$ cat config.mk
export PLATFORM = sky130hd
export DESIGN_NAME = tcs_timer_ch1
export DESIGN_NICKNAME = d
export VERILOG_FILES = /design/src/verilog/tcs_pkg.sv /design/src/verilog/tcs_timer_ch1.sv /design/src/verilog/tcs_flag.sv /design/src/verilog/tcs_counter.sv
export SDC_FILE = /design/constraint.sdc
export NUM_CORES = 1
export LEC_CHECK = 0
export BUFFER_PORTS_ARGS = -buffer_cell sky130_fd_sc_hd__buf_4
export CORE_AREA = 2 2 120 122
export DETAILED_ROUTE_END_ITERATION = 7
export DIE_AREA = 0 0 122 124
export HOLD_SLACK_MARGIN = 0.08
export SETUP_SLACK_MARGIN = 0.02
export SKIP_LAST_GASP = 1
export SLEW_MARGIN = 20
export SYNTH_ARGS = -nofsm -noshare
export SYNTH_HDL_FRONTEND = slang
export SYNTH_SLANG_ARGS = --single-unit
export TNS_END_PERCENT = 50
$ cat constraint.sdc
create_clock -name aclk -period 5.9 [get_ports aclk]
set_input_delay 1.77 -clock aclk [delete_from_list [all_inputs] [get_ports aclk]]
set_output_delay 1.77 -clock aclk [all_outputs]
set_load 0.005 [all_outputs]
$ cat src/verilog/tcs_pkg.sv
// constants for the channel-1 timer control/status block
package tcs_pkg;
  // ==========================================================
  // register map (byte addresses, one aligned word each)
  localparam logic [7:0] CTRL_STATUS_OFF = 8'h00; // channel1_timer_control_status
  localparam logic [7:0] COUNTER_OFF = 8'h04;     // channel_counter
  localparam logic [7:0] COMPARE_A_OFF = 8'h08;   // compare_a_value
  localparam logic [7:0] COMPARE_B_OFF = 8'h0c;   // compare_b_value
  localparam logic [7:0] IRQ_STATUS_OFF = 8'h10;  // sticky event bits, write one to clear
  localparam logic [7:0] IRQ_MASK_OFF = 8'h14;    // interrupt mask, same layout
  localparam logic [7:0] XFER_CTRL_OFF = 8'h18;   // transfer disable select
  // ==========================================================
  // field positions of the control/status register
  localparam int MATCH_B_FLAG_BIT = 7;
  localparam int MATCH_A_FLAG_BIT = 6;
  localparam int OVERFLOW_FLAG_BIT = 5;
  localparam int RESERVED_ONE_BIT = 4;
  localparam int MATCH_B_ACT_HI = 3;
  localparam int MATCH_A_ACT_HI = 1;
  // field positions of the interrupt status / mask registers
  localparam int EVT_MATCH_A = 0;
  localparam int EVT_MATCH_B = 1;
  localparam int EVT_OVERFLOW = 2;
  localparam int EVT_W = 3;
  // ==========================================================
  // reset values and the counter maximum
  localparam logic [7:0] CTRL_STATUS_RST = 8'h10;  // reserved bit reads one
  localparam logic [7:0] COUNTER_RST = 8'h00;
  localparam logic [7:0] COMPARE_RST = 8'hff;
  localparam logic [7:0] COUNTER_MAX = 8'hff;
  // ==========================================================
  // output action codes
  localparam logic [1:0] ACT_KEEP = 2'h0;
  localparam logic [1:0] ACT_LOW = 2'h1;
  localparam logic [1:0] ACT_HIGH = 2'h2;
  localparam logic [1:0] ACT_TOGGLE = 2'h3;
  // axi response codes
  localparam logic [1:0] RESP_OKAY = 2'h0;
  localparam logic [1:0] RESP_SLVERR = 2'h2;

  // next pin level for one compare match under one action pair
  function automatic logic apply_action(input logic [1:0] act, input logic cur);
    case (act)
      ACT_LOW: apply_action = 1'b0;
      ACT_HIGH: apply_action = 1'b1;
      ACT_TOGGLE: apply_action = ~cur;
      default: apply_action = cur;
    endcase
  endfunction : apply_action
endpackage : tcs_pkg

$ cat src/verilog/tcs_timer_ch1.sv
// channel-1 timer control/status block with an axi4-lite register slave
//
// The register addresses and the AXI4-Lite register port were left to the implementer.
`timescale 1ns/1ps
module tcs_timer_ch1 (
  input wire logic aclk,
  input wire logic aresetn,
  // axi4-lite slave
  input wire logic [7:0] s_axi_awaddr,
  input wire logic s_axi_awvalid,
  output logic s_axi_awready,
  input wire logic [31:0] s_axi_wdata,
  input wire logic [3:0] s_axi_wstrb,
  input wire logic s_axi_wvalid,
  output logic s_axi_wready,
  output logic [1:0] s_axi_bresp,
  output logic s_axi_bvalid,
  input wire logic s_axi_bready,
  input wire logic [7:0] s_axi_araddr,
  input wire logic s_axi_arvalid,
  output logic s_axi_arready,
  output logic [31:0] s_axi_rdata,
  output logic [1:0] s_axi_rresp,
  output logic s_axi_rvalid,
  input wire logic s_axi_rready,
  // transfer controller activations by the match interrupts
  input wire logic match_a_xfer_ack,
  input wire logic match_b_xfer_ack,
  // pin and interrupt
  output logic timer_output_pin,
  output logic timer_output_en,
  output logic irq
);
  // ==========================================================
  // write channel states
  typedef enum logic [2:0] {
    TCS_W_IDLE = 3'b001,
    TCS_W_COLLECT = 3'b010,
    TCS_W_RESP = 3'b100
  } tcs_wstate_t;

  tcs_wstate_t wstate_q;        // write state
  logic have_aw_q;              // address captured
  logic have_w_q;               // data captured
  logic [7:0] awaddr_q;         // captured address
  logic [31:0] wdata_q;         // captured data
  logic [3:0] wstrb_q;          // captured strobes
  logic wr_fire;                // one-cycle register write
  logic ar_fire;                // read address taken
  logic [7:0] action_q;         // action selectors, bits 3..0 used
  logic [7:0] cmp_a_q;          // compare_a_value
  logic [7:0] cmp_b_q;          // compare_b_value
  logic [2:0] mask_q;           // interrupt mask
  logic [2:0] irq_stat_q;       // sticky interrupt status
  logic [1:0] xfer_dis_q;       // transfer_disable_select per flag (b,a)
  logic [7:0] count;            // channel_counter
  logic match_a;
  logic match_b;
  logic wrap;
  logic flag_a;
  logic flag_b;
  logic flag_ovf;
  logic [7:0] ctrl_status;      // assembled status byte
  logic rd_ctrl;                // read of the control/status word
  logic wr_ctrl;                // byte-0 write of control/status
  logic pin_q;                  // output level
  logic [2:0] evt_now;          // this cycle's events in status order (ovf, b, a)

  // ==========================================================
  // address decode helper
  function automatic logic is_reg(input logic [7:0] addr, input logic [7:0] off);
    is_reg = (addr[7:2] == off[7:2]);
  endfunction : is_reg

  function automatic logic is_mapped(input logic [7:0] addr);
    if (is_reg(addr, tcs_pkg::CTRL_STATUS_OFF)) begin
      is_mapped = 1'b1;
    end else if (is_reg(addr, tcs_pkg::COUNTER_OFF)) begin
      is_mapped = 1'b1;
    end else if (is_reg(addr, tcs_pkg::COMPARE_A_OFF)) begin
      is_mapped = 1'b1;
    end else if (is_reg(addr, tcs_pkg::COMPARE_B_OFF)) begin
      is_mapped = 1'b1;
    end else if (is_reg(addr, tcs_pkg::IRQ_STATUS_OFF)) begin
      is_mapped = 1'b1;
    end else if (is_reg(addr, tcs_pkg::IRQ_MASK_OFF)) begin
      is_mapped = 1'b1;
    end else begin
      is_mapped = is_reg(addr, tcs_pkg::XFER_CTRL_OFF);
    end
  endfunction : is_mapped

  // ==========================================================
  // write path: address and data taken in either order
  assign wr_fire = (wstate_q == TCS_W_COLLECT) && have_aw_q && have_w_q;

  always_ff @(posedge aclk) begin
    if (!aresetn) begin
      wstate_q <= TCS_W_IDLE;
      have_aw_q <= 1'b0;
      have_w_q <= 1'b0;
      awaddr_q <= 8'h00;
      wdata_q <= 32'h0000_0000;
      wstrb_q <= 4'h0;
      s_axi_awready <= 1'b0;
      s_axi_wready <= 1'b0;
      s_axi_bvalid <= 1'b0;
      s_axi_bresp <= tcs_pkg::RESP_OKAY;
    end else begin
      case (wstate_q)
        // open both ready lines
        TCS_W_IDLE: begin
          s_axi_awready <= 1'b1;
          s_axi_wready <= 1'b1;
          wstate_q <= TCS_W_COLLECT;
        end
        // collect halves; write happens once both present
        TCS_W_COLLECT: begin
          if (s_axi_awvalid && s_axi_awready) begin
            awaddr_q <= s_axi_awaddr;
            have_aw_q <= 1'b1;
            s_axi_awready <= 1'b0;
          end
          if (s_axi_wvalid && s_axi_wready) begin
            wdata_q <= s_axi_wdata;
            wstrb_q <= s_axi_wstrb;
            have_w_q <= 1'b1;
            s_axi_wready <= 1'b0;
          end
          if (wr_fire) begin
            have_aw_q <= 1'b0;
            have_w_q <= 1'b0;
            s_axi_bvalid <= 1'b1;
            s_axi_bresp <= is_mapped(awaddr_q) ? tcs_pkg::RESP_OKAY : tcs_pkg::RESP_SLVERR;
            wstate_q <= TCS_W_RESP;
          end
        end
        // hold response until accepted
        TCS_W_RESP: begin
          if (s_axi_bready) begin
            s_axi_bvalid <= 1'b0;
            wstate_q <= TCS_W_IDLE;
          end
        end
        default: begin
          wstate_q <= TCS_W_IDLE;
        end
      endcase
    end
  end

  // ==========================================================
  // read path: one read at a time, data one cycle after address
  assign ar_fire = s_axi_arvalid && s_axi_arready;
  // arming is on the read of the status word itself
  assign rd_ctrl = ar_fire && is_reg(s_axi_araddr, tcs_pkg::CTRL_STATUS_OFF);
  assign wr_ctrl = wr_fire && wstrb_q[0] && is_reg(awaddr_q, tcs_pkg::CTRL_STATUS_OFF);

  // status byte as software sees it
  always_comb begin
    ctrl_status = {flag_b, flag_a, flag_ovf, 1'b0, action_q[3:0]};
    ctrl_status[tcs_pkg::RESERVED_ONE_BIT] = tcs_pkg::CTRL_STATUS_RST[tcs_pkg::RESERVED_ONE_BIT];
  end

  always_ff @(posedge aclk) begin
    if (!aresetn) begin
      s_axi_arready <= 1'b0;
      s_axi_rvalid <= 1'b0;
      s_axi_rdata <= 32'h0000_0000;
      s_axi_rresp <= tcs_pkg::RESP_OKAY;
    end else if (s_axi_rvalid) begin
      // wait for acceptance, then reopen
      if (s_axi_rready) begin
        s_axi_rvalid <= 1'b0;
      end
    end else if (ar_fire) begin
      s_axi_arready <= 1'b0;
      s_axi_rvalid <= 1'b1;
      s_axi_rresp <= tcs_pkg::RESP_OKAY;
      if (is_reg(s_axi_araddr, tcs_pkg::CTRL_STATUS_OFF)) begin
        s_axi_rdata <= {24'h000000, ctrl_status};
      end else if (is_reg(s_axi_araddr, tcs_pkg::COUNTER_OFF)) begin
        s_axi_rdata <= {24'h000000, count};
      end else if (is_reg(s_axi_araddr, tcs_pkg::COMPARE_A_OFF)) begin
        s_axi_rdata <= {24'h000000, cmp_a_q};
      end else if (is_reg(s_axi_araddr, tcs_pkg::COMPARE_B_OFF)) begin
        s_axi_rdata <= {24'h000000, cmp_b_q};
      end else if (is_reg(s_axi_araddr, tcs_pkg::IRQ_STATUS_OFF)) begin
        s_axi_rdata <= {29'h00000000, irq_stat_q};
      end else if (is_reg(s_axi_araddr, tcs_pkg::IRQ_MASK_OFF)) begin
        s_axi_rdata <= {29'h00000000, mask_q};
      end else if (is_reg(s_axi_araddr, tcs_pkg::XFER_CTRL_OFF)) begin
        s_axi_rdata <= {30'h00000000, xfer_dis_q};
      end else begin
        // unmapped: zero data, slave error
        s_axi_rdata <= 32'h0000_0000;
        s_axi_rresp <= tcs_pkg::RESP_SLVERR;
      end
    end else begin
      s_axi_arready <= 1'b1;
    end
  end

  // ==========================================================
  // software-owned registers, byte lane 0 only
  always_ff @(posedge aclk) begin
    if (!aresetn) begin
      action_q <= 8'h00;
      cmp_a_q <= tcs_pkg::COMPARE_RST;
      cmp_b_q <= tcs_pkg::COMPARE_RST;
      mask_q <= 3'h0;
      xfer_dis_q <= 2'h0;
    end else if (wr_fire && wstrb_q[0]) begin
      if (is_reg(awaddr_q, tcs_pkg::CTRL_STATUS_OFF)) begin
        // only the action pairs store; bit four is read-only
        action_q <= {4'h0, wdata_q[3:0]};
      end else if (is_reg(awaddr_q, tcs_pkg::COMPARE_A_OFF)) begin
        cmp_a_q <= wdata_q[7:0];
      end else if (is_reg(awaddr_q, tcs_pkg::COMPARE_B_OFF)) begin
        cmp_b_q <= wdata_q[7:0];
      end else if (is_reg(awaddr_q, tcs_pkg::IRQ_MASK_OFF)) begin
        mask_q <= wdata_q[2:0];
      end else if (is_reg(awaddr_q, tcs_pkg::XFER_CTRL_OFF)) begin
        xfer_dis_q <= wdata_q[1:0];
      end
    end
  end

  // ==========================================================
  // counter and compare logic
  tcs_counter u_counter (
    .aclk(aclk),
    .aresetn(aresetn),
    .load_en(wr_fire && wstrb_q[0] && is_reg(awaddr_q, tcs_pkg::COUNTER_OFF)),
    .load_val(wdata_q[7:0]),
    .cmp_a(cmp_a_q),
    .cmp_b(cmp_b_q),
    .count_q(count),
    .match_a(match_a),
    .match_b(match_b),
    .wrap(wrap)
  );

  // ==========================================================
  // status flags; a written one is simply not a clear
  // ones ignored on flag bits
  // transfer ack clears when disable select is zero
  tcs_flag u_flag_b (
    .aclk(aclk),
    .aresetn(aresetn),
    .set_evt(match_b),
    .rd_seen(rd_ctrl),
    .wr_zero(wr_ctrl && !wdata_q[tcs_pkg::MATCH_B_FLAG_BIT]),
    .auto_clr(match_b_xfer_ack && !xfer_dis_q[1]),
    .flag_q(flag_b)
  );

  tcs_flag u_flag_a (
    .aclk(aclk),
    .aresetn(aresetn),
    .set_evt(match_a),
    .rd_seen(rd_ctrl),
    .wr_zero(wr_ctrl && !wdata_q[tcs_pkg::MATCH_A_FLAG_BIT]),
    .auto_clr(match_a_xfer_ack && !xfer_dis_q[0]),
    .flag_q(flag_a)
  );

  tcs_flag u_flag_ovf (
    .aclk(aclk),
    .aresetn(aresetn),
    .set_evt(wrap),
    .rd_seen(rd_ctrl),
    .wr_zero(wr_ctrl && !wdata_q[tcs_pkg::OVERFLOW_FLAG_BIT]),
    .auto_clr(1'b0),
    .flag_q(flag_ovf)
  );

  // ==========================================================
  // interrupt status: sticky, write one to clear, set wins
  // events gathered into a vector so the loop can index them
  assign evt_now = {wrap, match_b, match_a};

  always_ff @(posedge aclk) begin
    if (!aresetn) begin
      irq_stat_q <= 3'h0;
    end else begin
      for (int i = 0; i < tcs_pkg::EVT_W; i++) begin
        if (evt_now[i]) begin
          irq_stat_q[i] <= 1'b1;
        end else if (wr_fire && wstrb_q[0] && is_reg(awaddr_q, tcs_pkg::IRQ_STATUS_OFF)
                     && wdata_q[i]) begin
          irq_stat_q[i] <= 1'b0;
        end
      end
    end
  end

  // registered so the pin is a flop; a set mask bit silences its event
  always_ff @(posedge aclk) begin
    if (!aresetn) begin
      irq <= 1'b0;
    end else begin
      irq <= |(irq_stat_q & ~mask_q);
    end
  end

  // ==========================================================
  // timer output; on coincident match b's action is applied to the level a's action leaves
  always_ff @(posedge aclk) begin
    if (!aresetn) begin
      pin_q <= 1'b0;
    end else if (match_a && match_b) begin
      pin_q <= tcs_pkg::apply_action(action_q[3:2],
                                     tcs_pkg::apply_action(action_q[1:0], pin_q));
    end else if (match_b) begin
      pin_q <= tcs_pkg::apply_action(action_q[tcs_pkg::MATCH_B_ACT_HI -: 2], pin_q);
    end else if (match_a) begin
      pin_q <= tcs_pkg::apply_action(action_q[tcs_pkg::MATCH_A_ACT_HI -: 2], pin_q);
    end
  end

  // enable and level registered together
  always_ff @(posedge aclk) begin
    if (!aresetn) begin
      timer_output_en <= 1'b0;
      timer_output_pin <= 1'b0;
    end else begin
      timer_output_en <= |action_q[3:0];
      timer_output_pin <= pin_q;
    end
  end
endmodule : tcs_timer_ch1

$ cat src/verilog/tcs_flag.sv
// one sticky status flag with read-then-write-zero clearing
`timescale 1ns/1ps
module tcs_flag (
  input wire logic aclk,
  input wire logic aresetn,
  input wire logic set_evt,   // hardware event
  input wire logic rd_seen,   // register read in progress
  input wire logic wr_zero,   // software write with zero in this bit
  input wire logic auto_clr,  // transfer-controller clear
  output logic flag_q
);
  // ==========================================================
  // arming: a zero-write clears only after the flag was read as one
  logic armed_q;

  // arm on a read that sees one, disarm once used or flag drops
  always_ff @(posedge aclk) begin
    if (!aresetn) begin
      armed_q <= 1'b0;
    end else if (rd_seen && flag_q) begin
      armed_q <= 1'b1;
    end else if (wr_zero || !flag_q) begin
      armed_q <= 1'b0;
    end
  end

  // flag state; set beats any clear in the same cycle
  always_ff @(posedge aclk) begin
    if (!aresetn) begin
      flag_q <= 1'b0;
    end else if (set_evt) begin
      flag_q <= 1'b1;
    end else if ((wr_zero && armed_q) || auto_clr) begin
      flag_q <= 1'b0;
    end
  end
endmodule : tcs_flag

$ cat src/verilog/tcs_counter.sv
// free-running 8-bit channel counter with match and wrap strobes
`timescale 1ns/1ps
module tcs_counter (
  input wire logic aclk,
  input wire logic aresetn,
  input wire logic load_en,         // software write to the counter
  input wire logic [7:0] load_val,
  input wire logic [7:0] cmp_a,
  input wire logic [7:0] cmp_b,
  output logic [7:0] count_q,
  output logic match_a,             // one-cycle pulse, last cycle of equality
  output logic match_b,
  output logic wrap
);
  // ==========================================================
  // counting; strobes fire as the counter leaves the matching value
  always_ff @(posedge aclk) begin
    if (!aresetn) begin
      count_q <= tcs_pkg::COUNTER_RST;
    end else if (load_en) begin
      count_q <= load_val;
    end else begin
      count_q <= count_q + 8'h01;
    end
  end

  // match is combinational so the flag sets on the same edge the count moves
  always_comb begin
    match_a = !load_en && (count_q == cmp_a);
    match_b = !load_en && (count_q == cmp_b);
    wrap = !load_en && (count_q == tcs_pkg::COUNTER_MAX);
  end
endmodule : tcs_counter

==> results.cfg <==
[place]
placed_area_um2 = 4440
io_buffers = 47
gp_congestion = 0.884
dp_hpwl_um = 7060

[route]
totalWireLength_um = 9940
vias_per_cell = 4.75
drt_pre_antenna_iters = 4
num_vias = 3173
ant_nets = 0
wl_per_cell_um = 14.9
drc = 0
drt_iter0_drc = 234

[floorplan]
row_count = 43
dieArea_um2 = 15100
chipHeight_um = 124
io_pins = 105
coreArea_um2 = 13700
initial_core_util_pct = 29.7
die_width_um = 122

[logic_synthesis]
yosys_warnings = 0
synth_edf_count = 0
synth-simple-area-share_pct = 21.3
synth-compound-area-share_pct = 12.8
async_flop_share_pct = 0
syn_area_per_cell_um2 = 8.99
synth-seq-cells = 81
synth_mux_area_share_pct = 11.8
netlist_instances = 454
synth_flop_cell = dfxtp_1
synth_xor_area_share_pct = 4.72
yosys.area.top_type = dfxtp_1
synth.distinct_cells = 55
synth-adder-area-share_pct = 1.23
synth_top_family_by_area = simple AND/OR/NAND/NOR gates
netlist.area_leader.share_pct = 39.7
netlist_area_um2 = 4080
yosys-top-cells-area = dfxtp_1 (40%), mux2i_1 (9.6%), nand2_1 (5.0%)
synth_seq_area_share_pct = 39.7

[clock_tree]
cts_buffers = 9
cts-root-buf = clkbuf_16
postCtsSetupRepairBufs = 0
cts_buffer_depth = 2
cts.sink_count = 81
cts.reportedPaths.clkPinSlew_ns = 0.06
insertion_delay_ns = 0.34
cts-resized-gates = 0
cts_htree_levels = 3
cts_hold_buf = 0
cts_tree = done

[cells_and_area]
layout-drive-gt1-share_pct = 15.0
layout_common_cells = dfxtp_1 (81), nand2_1 (54), buf_4 (47)
nets = 548
areaGrowthSynthToFinish_pct = 16.8
fillers = 1444
layout_commonest_cell = dfxtp_1
diodes = 0
design_area_um2 = 4770

[critical_path]
r2r_cells = 4
cp-end-kind = flip-flop
cp_slowest_stage_delay_ns = 0.60
worstSetupPathType = input port to flip-flop
arrival_ns = 3.40
cpMaxStageDelayCell = or4_1
path_max_fanout = 4
start_kind = input port
worstPathCellList = buf_4 > or4_1 > nor3_1 > nand3_1 > a21oi_1
cp.required_ns = 6.17

[grt]
grt_overflow_total = 0
grt_max_degree = 82
grt_pass1_vias = 3073
antenna_found_initial = 0
grt_pass1_wl_um = 15900
track_usage_pct = 13.7

[timing]
max_freq_mhz = 319
skew_ns = 0.0106
period_needed_ns = 3.13
slew_violations = 0
maxSlewHeadroom_pct = 45.6
setup_viol = 0
tns_ns = 0
hold_violations = 0
fin_crit_sh_pct = 53.1
rsz0062_at_grt = no
worst_slew_pin_slew_ns = 0.814
whs_ns = 0.456

[power_and_ir_drop]
p_per_area_nw_per_um2 = 264
ir_drop_uv = 124
p_leak_nw = 1.87

[worst_hold_path]
hp-class = flip-flop to flip-flop
holdPathStages = 2

[run_status]
status = finished clean

[job]
drv_cap = 0
## path summary, 6_finish.rpt
kind                                                    from                             end  slack [ns]
worst max-delay path                         s_axi_araddr[5]   u_flag_a.armed_q$_SDFFE_PN0P_        2.77
worst min-delay path            u_flag_b.flag_q$_SDFFE_PN0P_   u_flag_b.armed_q$_SDFFE_PN0P_        0.46
worst max register to register       wstrb_q[0]$_SDFFE_PN0P_  u_flag_ovf.flag_q$_SDFFE_PN0P_        3.49
worst min register to register  u_flag_b.flag_q$_SDFFE_PN0P_   u_flag_b.armed_q$_SDFFE_PN0P_        0.46
## layout make-up
type	instances	area (um2)	share of cell area [%]
clock buffer	12	246	5.17
multi-input combinational	336	2210	46.4
timing repair buffer	47	353	7.40
inverter	8	30.0	0.630
sequential	81	1620	34.0
clock inverter	4	76.3	1.60
tap	180	225	4.73
## cells in the mapped netlist (all sizes together) (3+ instances only)
master / instances
dfxtp: 81
nand2: 55
mux2i: 39
buf: 29
nor2b: 28
clkbuf: 25
nor2: 23
nand3: 21
xor2: 18
o21ai: 14
a21oi: 13
a21boi: 9
inv: 8
o211a: 8
a22oi: 6
and3: 6
nor4: 6
nand2b: 5
nor3: 5
o21a: 5
ha: 4
mux4: 4
nor3b: 4
xnor2: 4
and2: 3
o2bb2ai: 3
## report_power, final
part | total (W) | switching (W) | internal [W]
logic | 0.0000790 | 0.0000404 | 0.0000386
clock network | 0.000607 | 0.000224 | 0.000383
registers | 0.000570 | 0.0000139 | 0.000557
total | 0.00126 | 0.000278 | 0.000978
## metal layers
| metal | up-vias | routed length [um] | global-route usage (%) |
|---|---|---|---|
| met3 | 9 | 356 | 2.98 |
| met2 | 63 | 4690 | 22.9 |
| met5 | - | 0 | 0 |
| li1 | 1584 | - | - |
| met4 | 0 | 114 | 4.31 |
| met1 | 1517 | 4780 | 17.6 |
## sequential cells by signal, indices dropped and copies added, names as in the netlist, 2 cells and up
| signal | count |
|---|---|
| awaddr_q | 6 |
| wstate_q | 3 |
| action_q | 4 |
| wdata_q | 8 |
| s_axi_rdata | 8 |
| cmp_b_q | 8 |
| u_counter.count_q | 8 |
| irq_stat_q | 3 |
| cmp_a_q | 8 |
| mask_q | 3 |
| xfer_dis_q | 2 |
## worst max-delay path: cells and delay by family
family	cells	cell delay, ns
AO/OA/AOI/OAI	1	0.19
buffers and inverters	1	0.12
AND/OR/NAND/NOR	3	1.31
## kinds of logic (layout without fill, tap and decap cells)
kind of cell | count (synthesis) | in the layout
XOR/XNOR | 22 | 22
other | 1 | 26
AO/OA/AOI/OAI | 73 | 73
flip-flops | 81 | 81
multiplexers | 43 | 43
AND/OR/NAND/NOR | 168 | 168
adder cells (fa/ha/maj) | 4 | 4
buffers and inverters | 62 | 71
## metrics by stage
stage               utilization, %  power [W]  setup WS (ns)  std cells
floorplan                        -   0.000639           2.70        479
global placement              32.4   0.000659           2.46        652
detailed placement            32.4   0.000662           2.42        652
CTS                           34.7    0.00127           2.78        668
global route                  34.7    0.00131           2.58        668
finish                        34.7    0.00126           2.77        668
No activity file was read; power rests on OpenSTA's default activity.
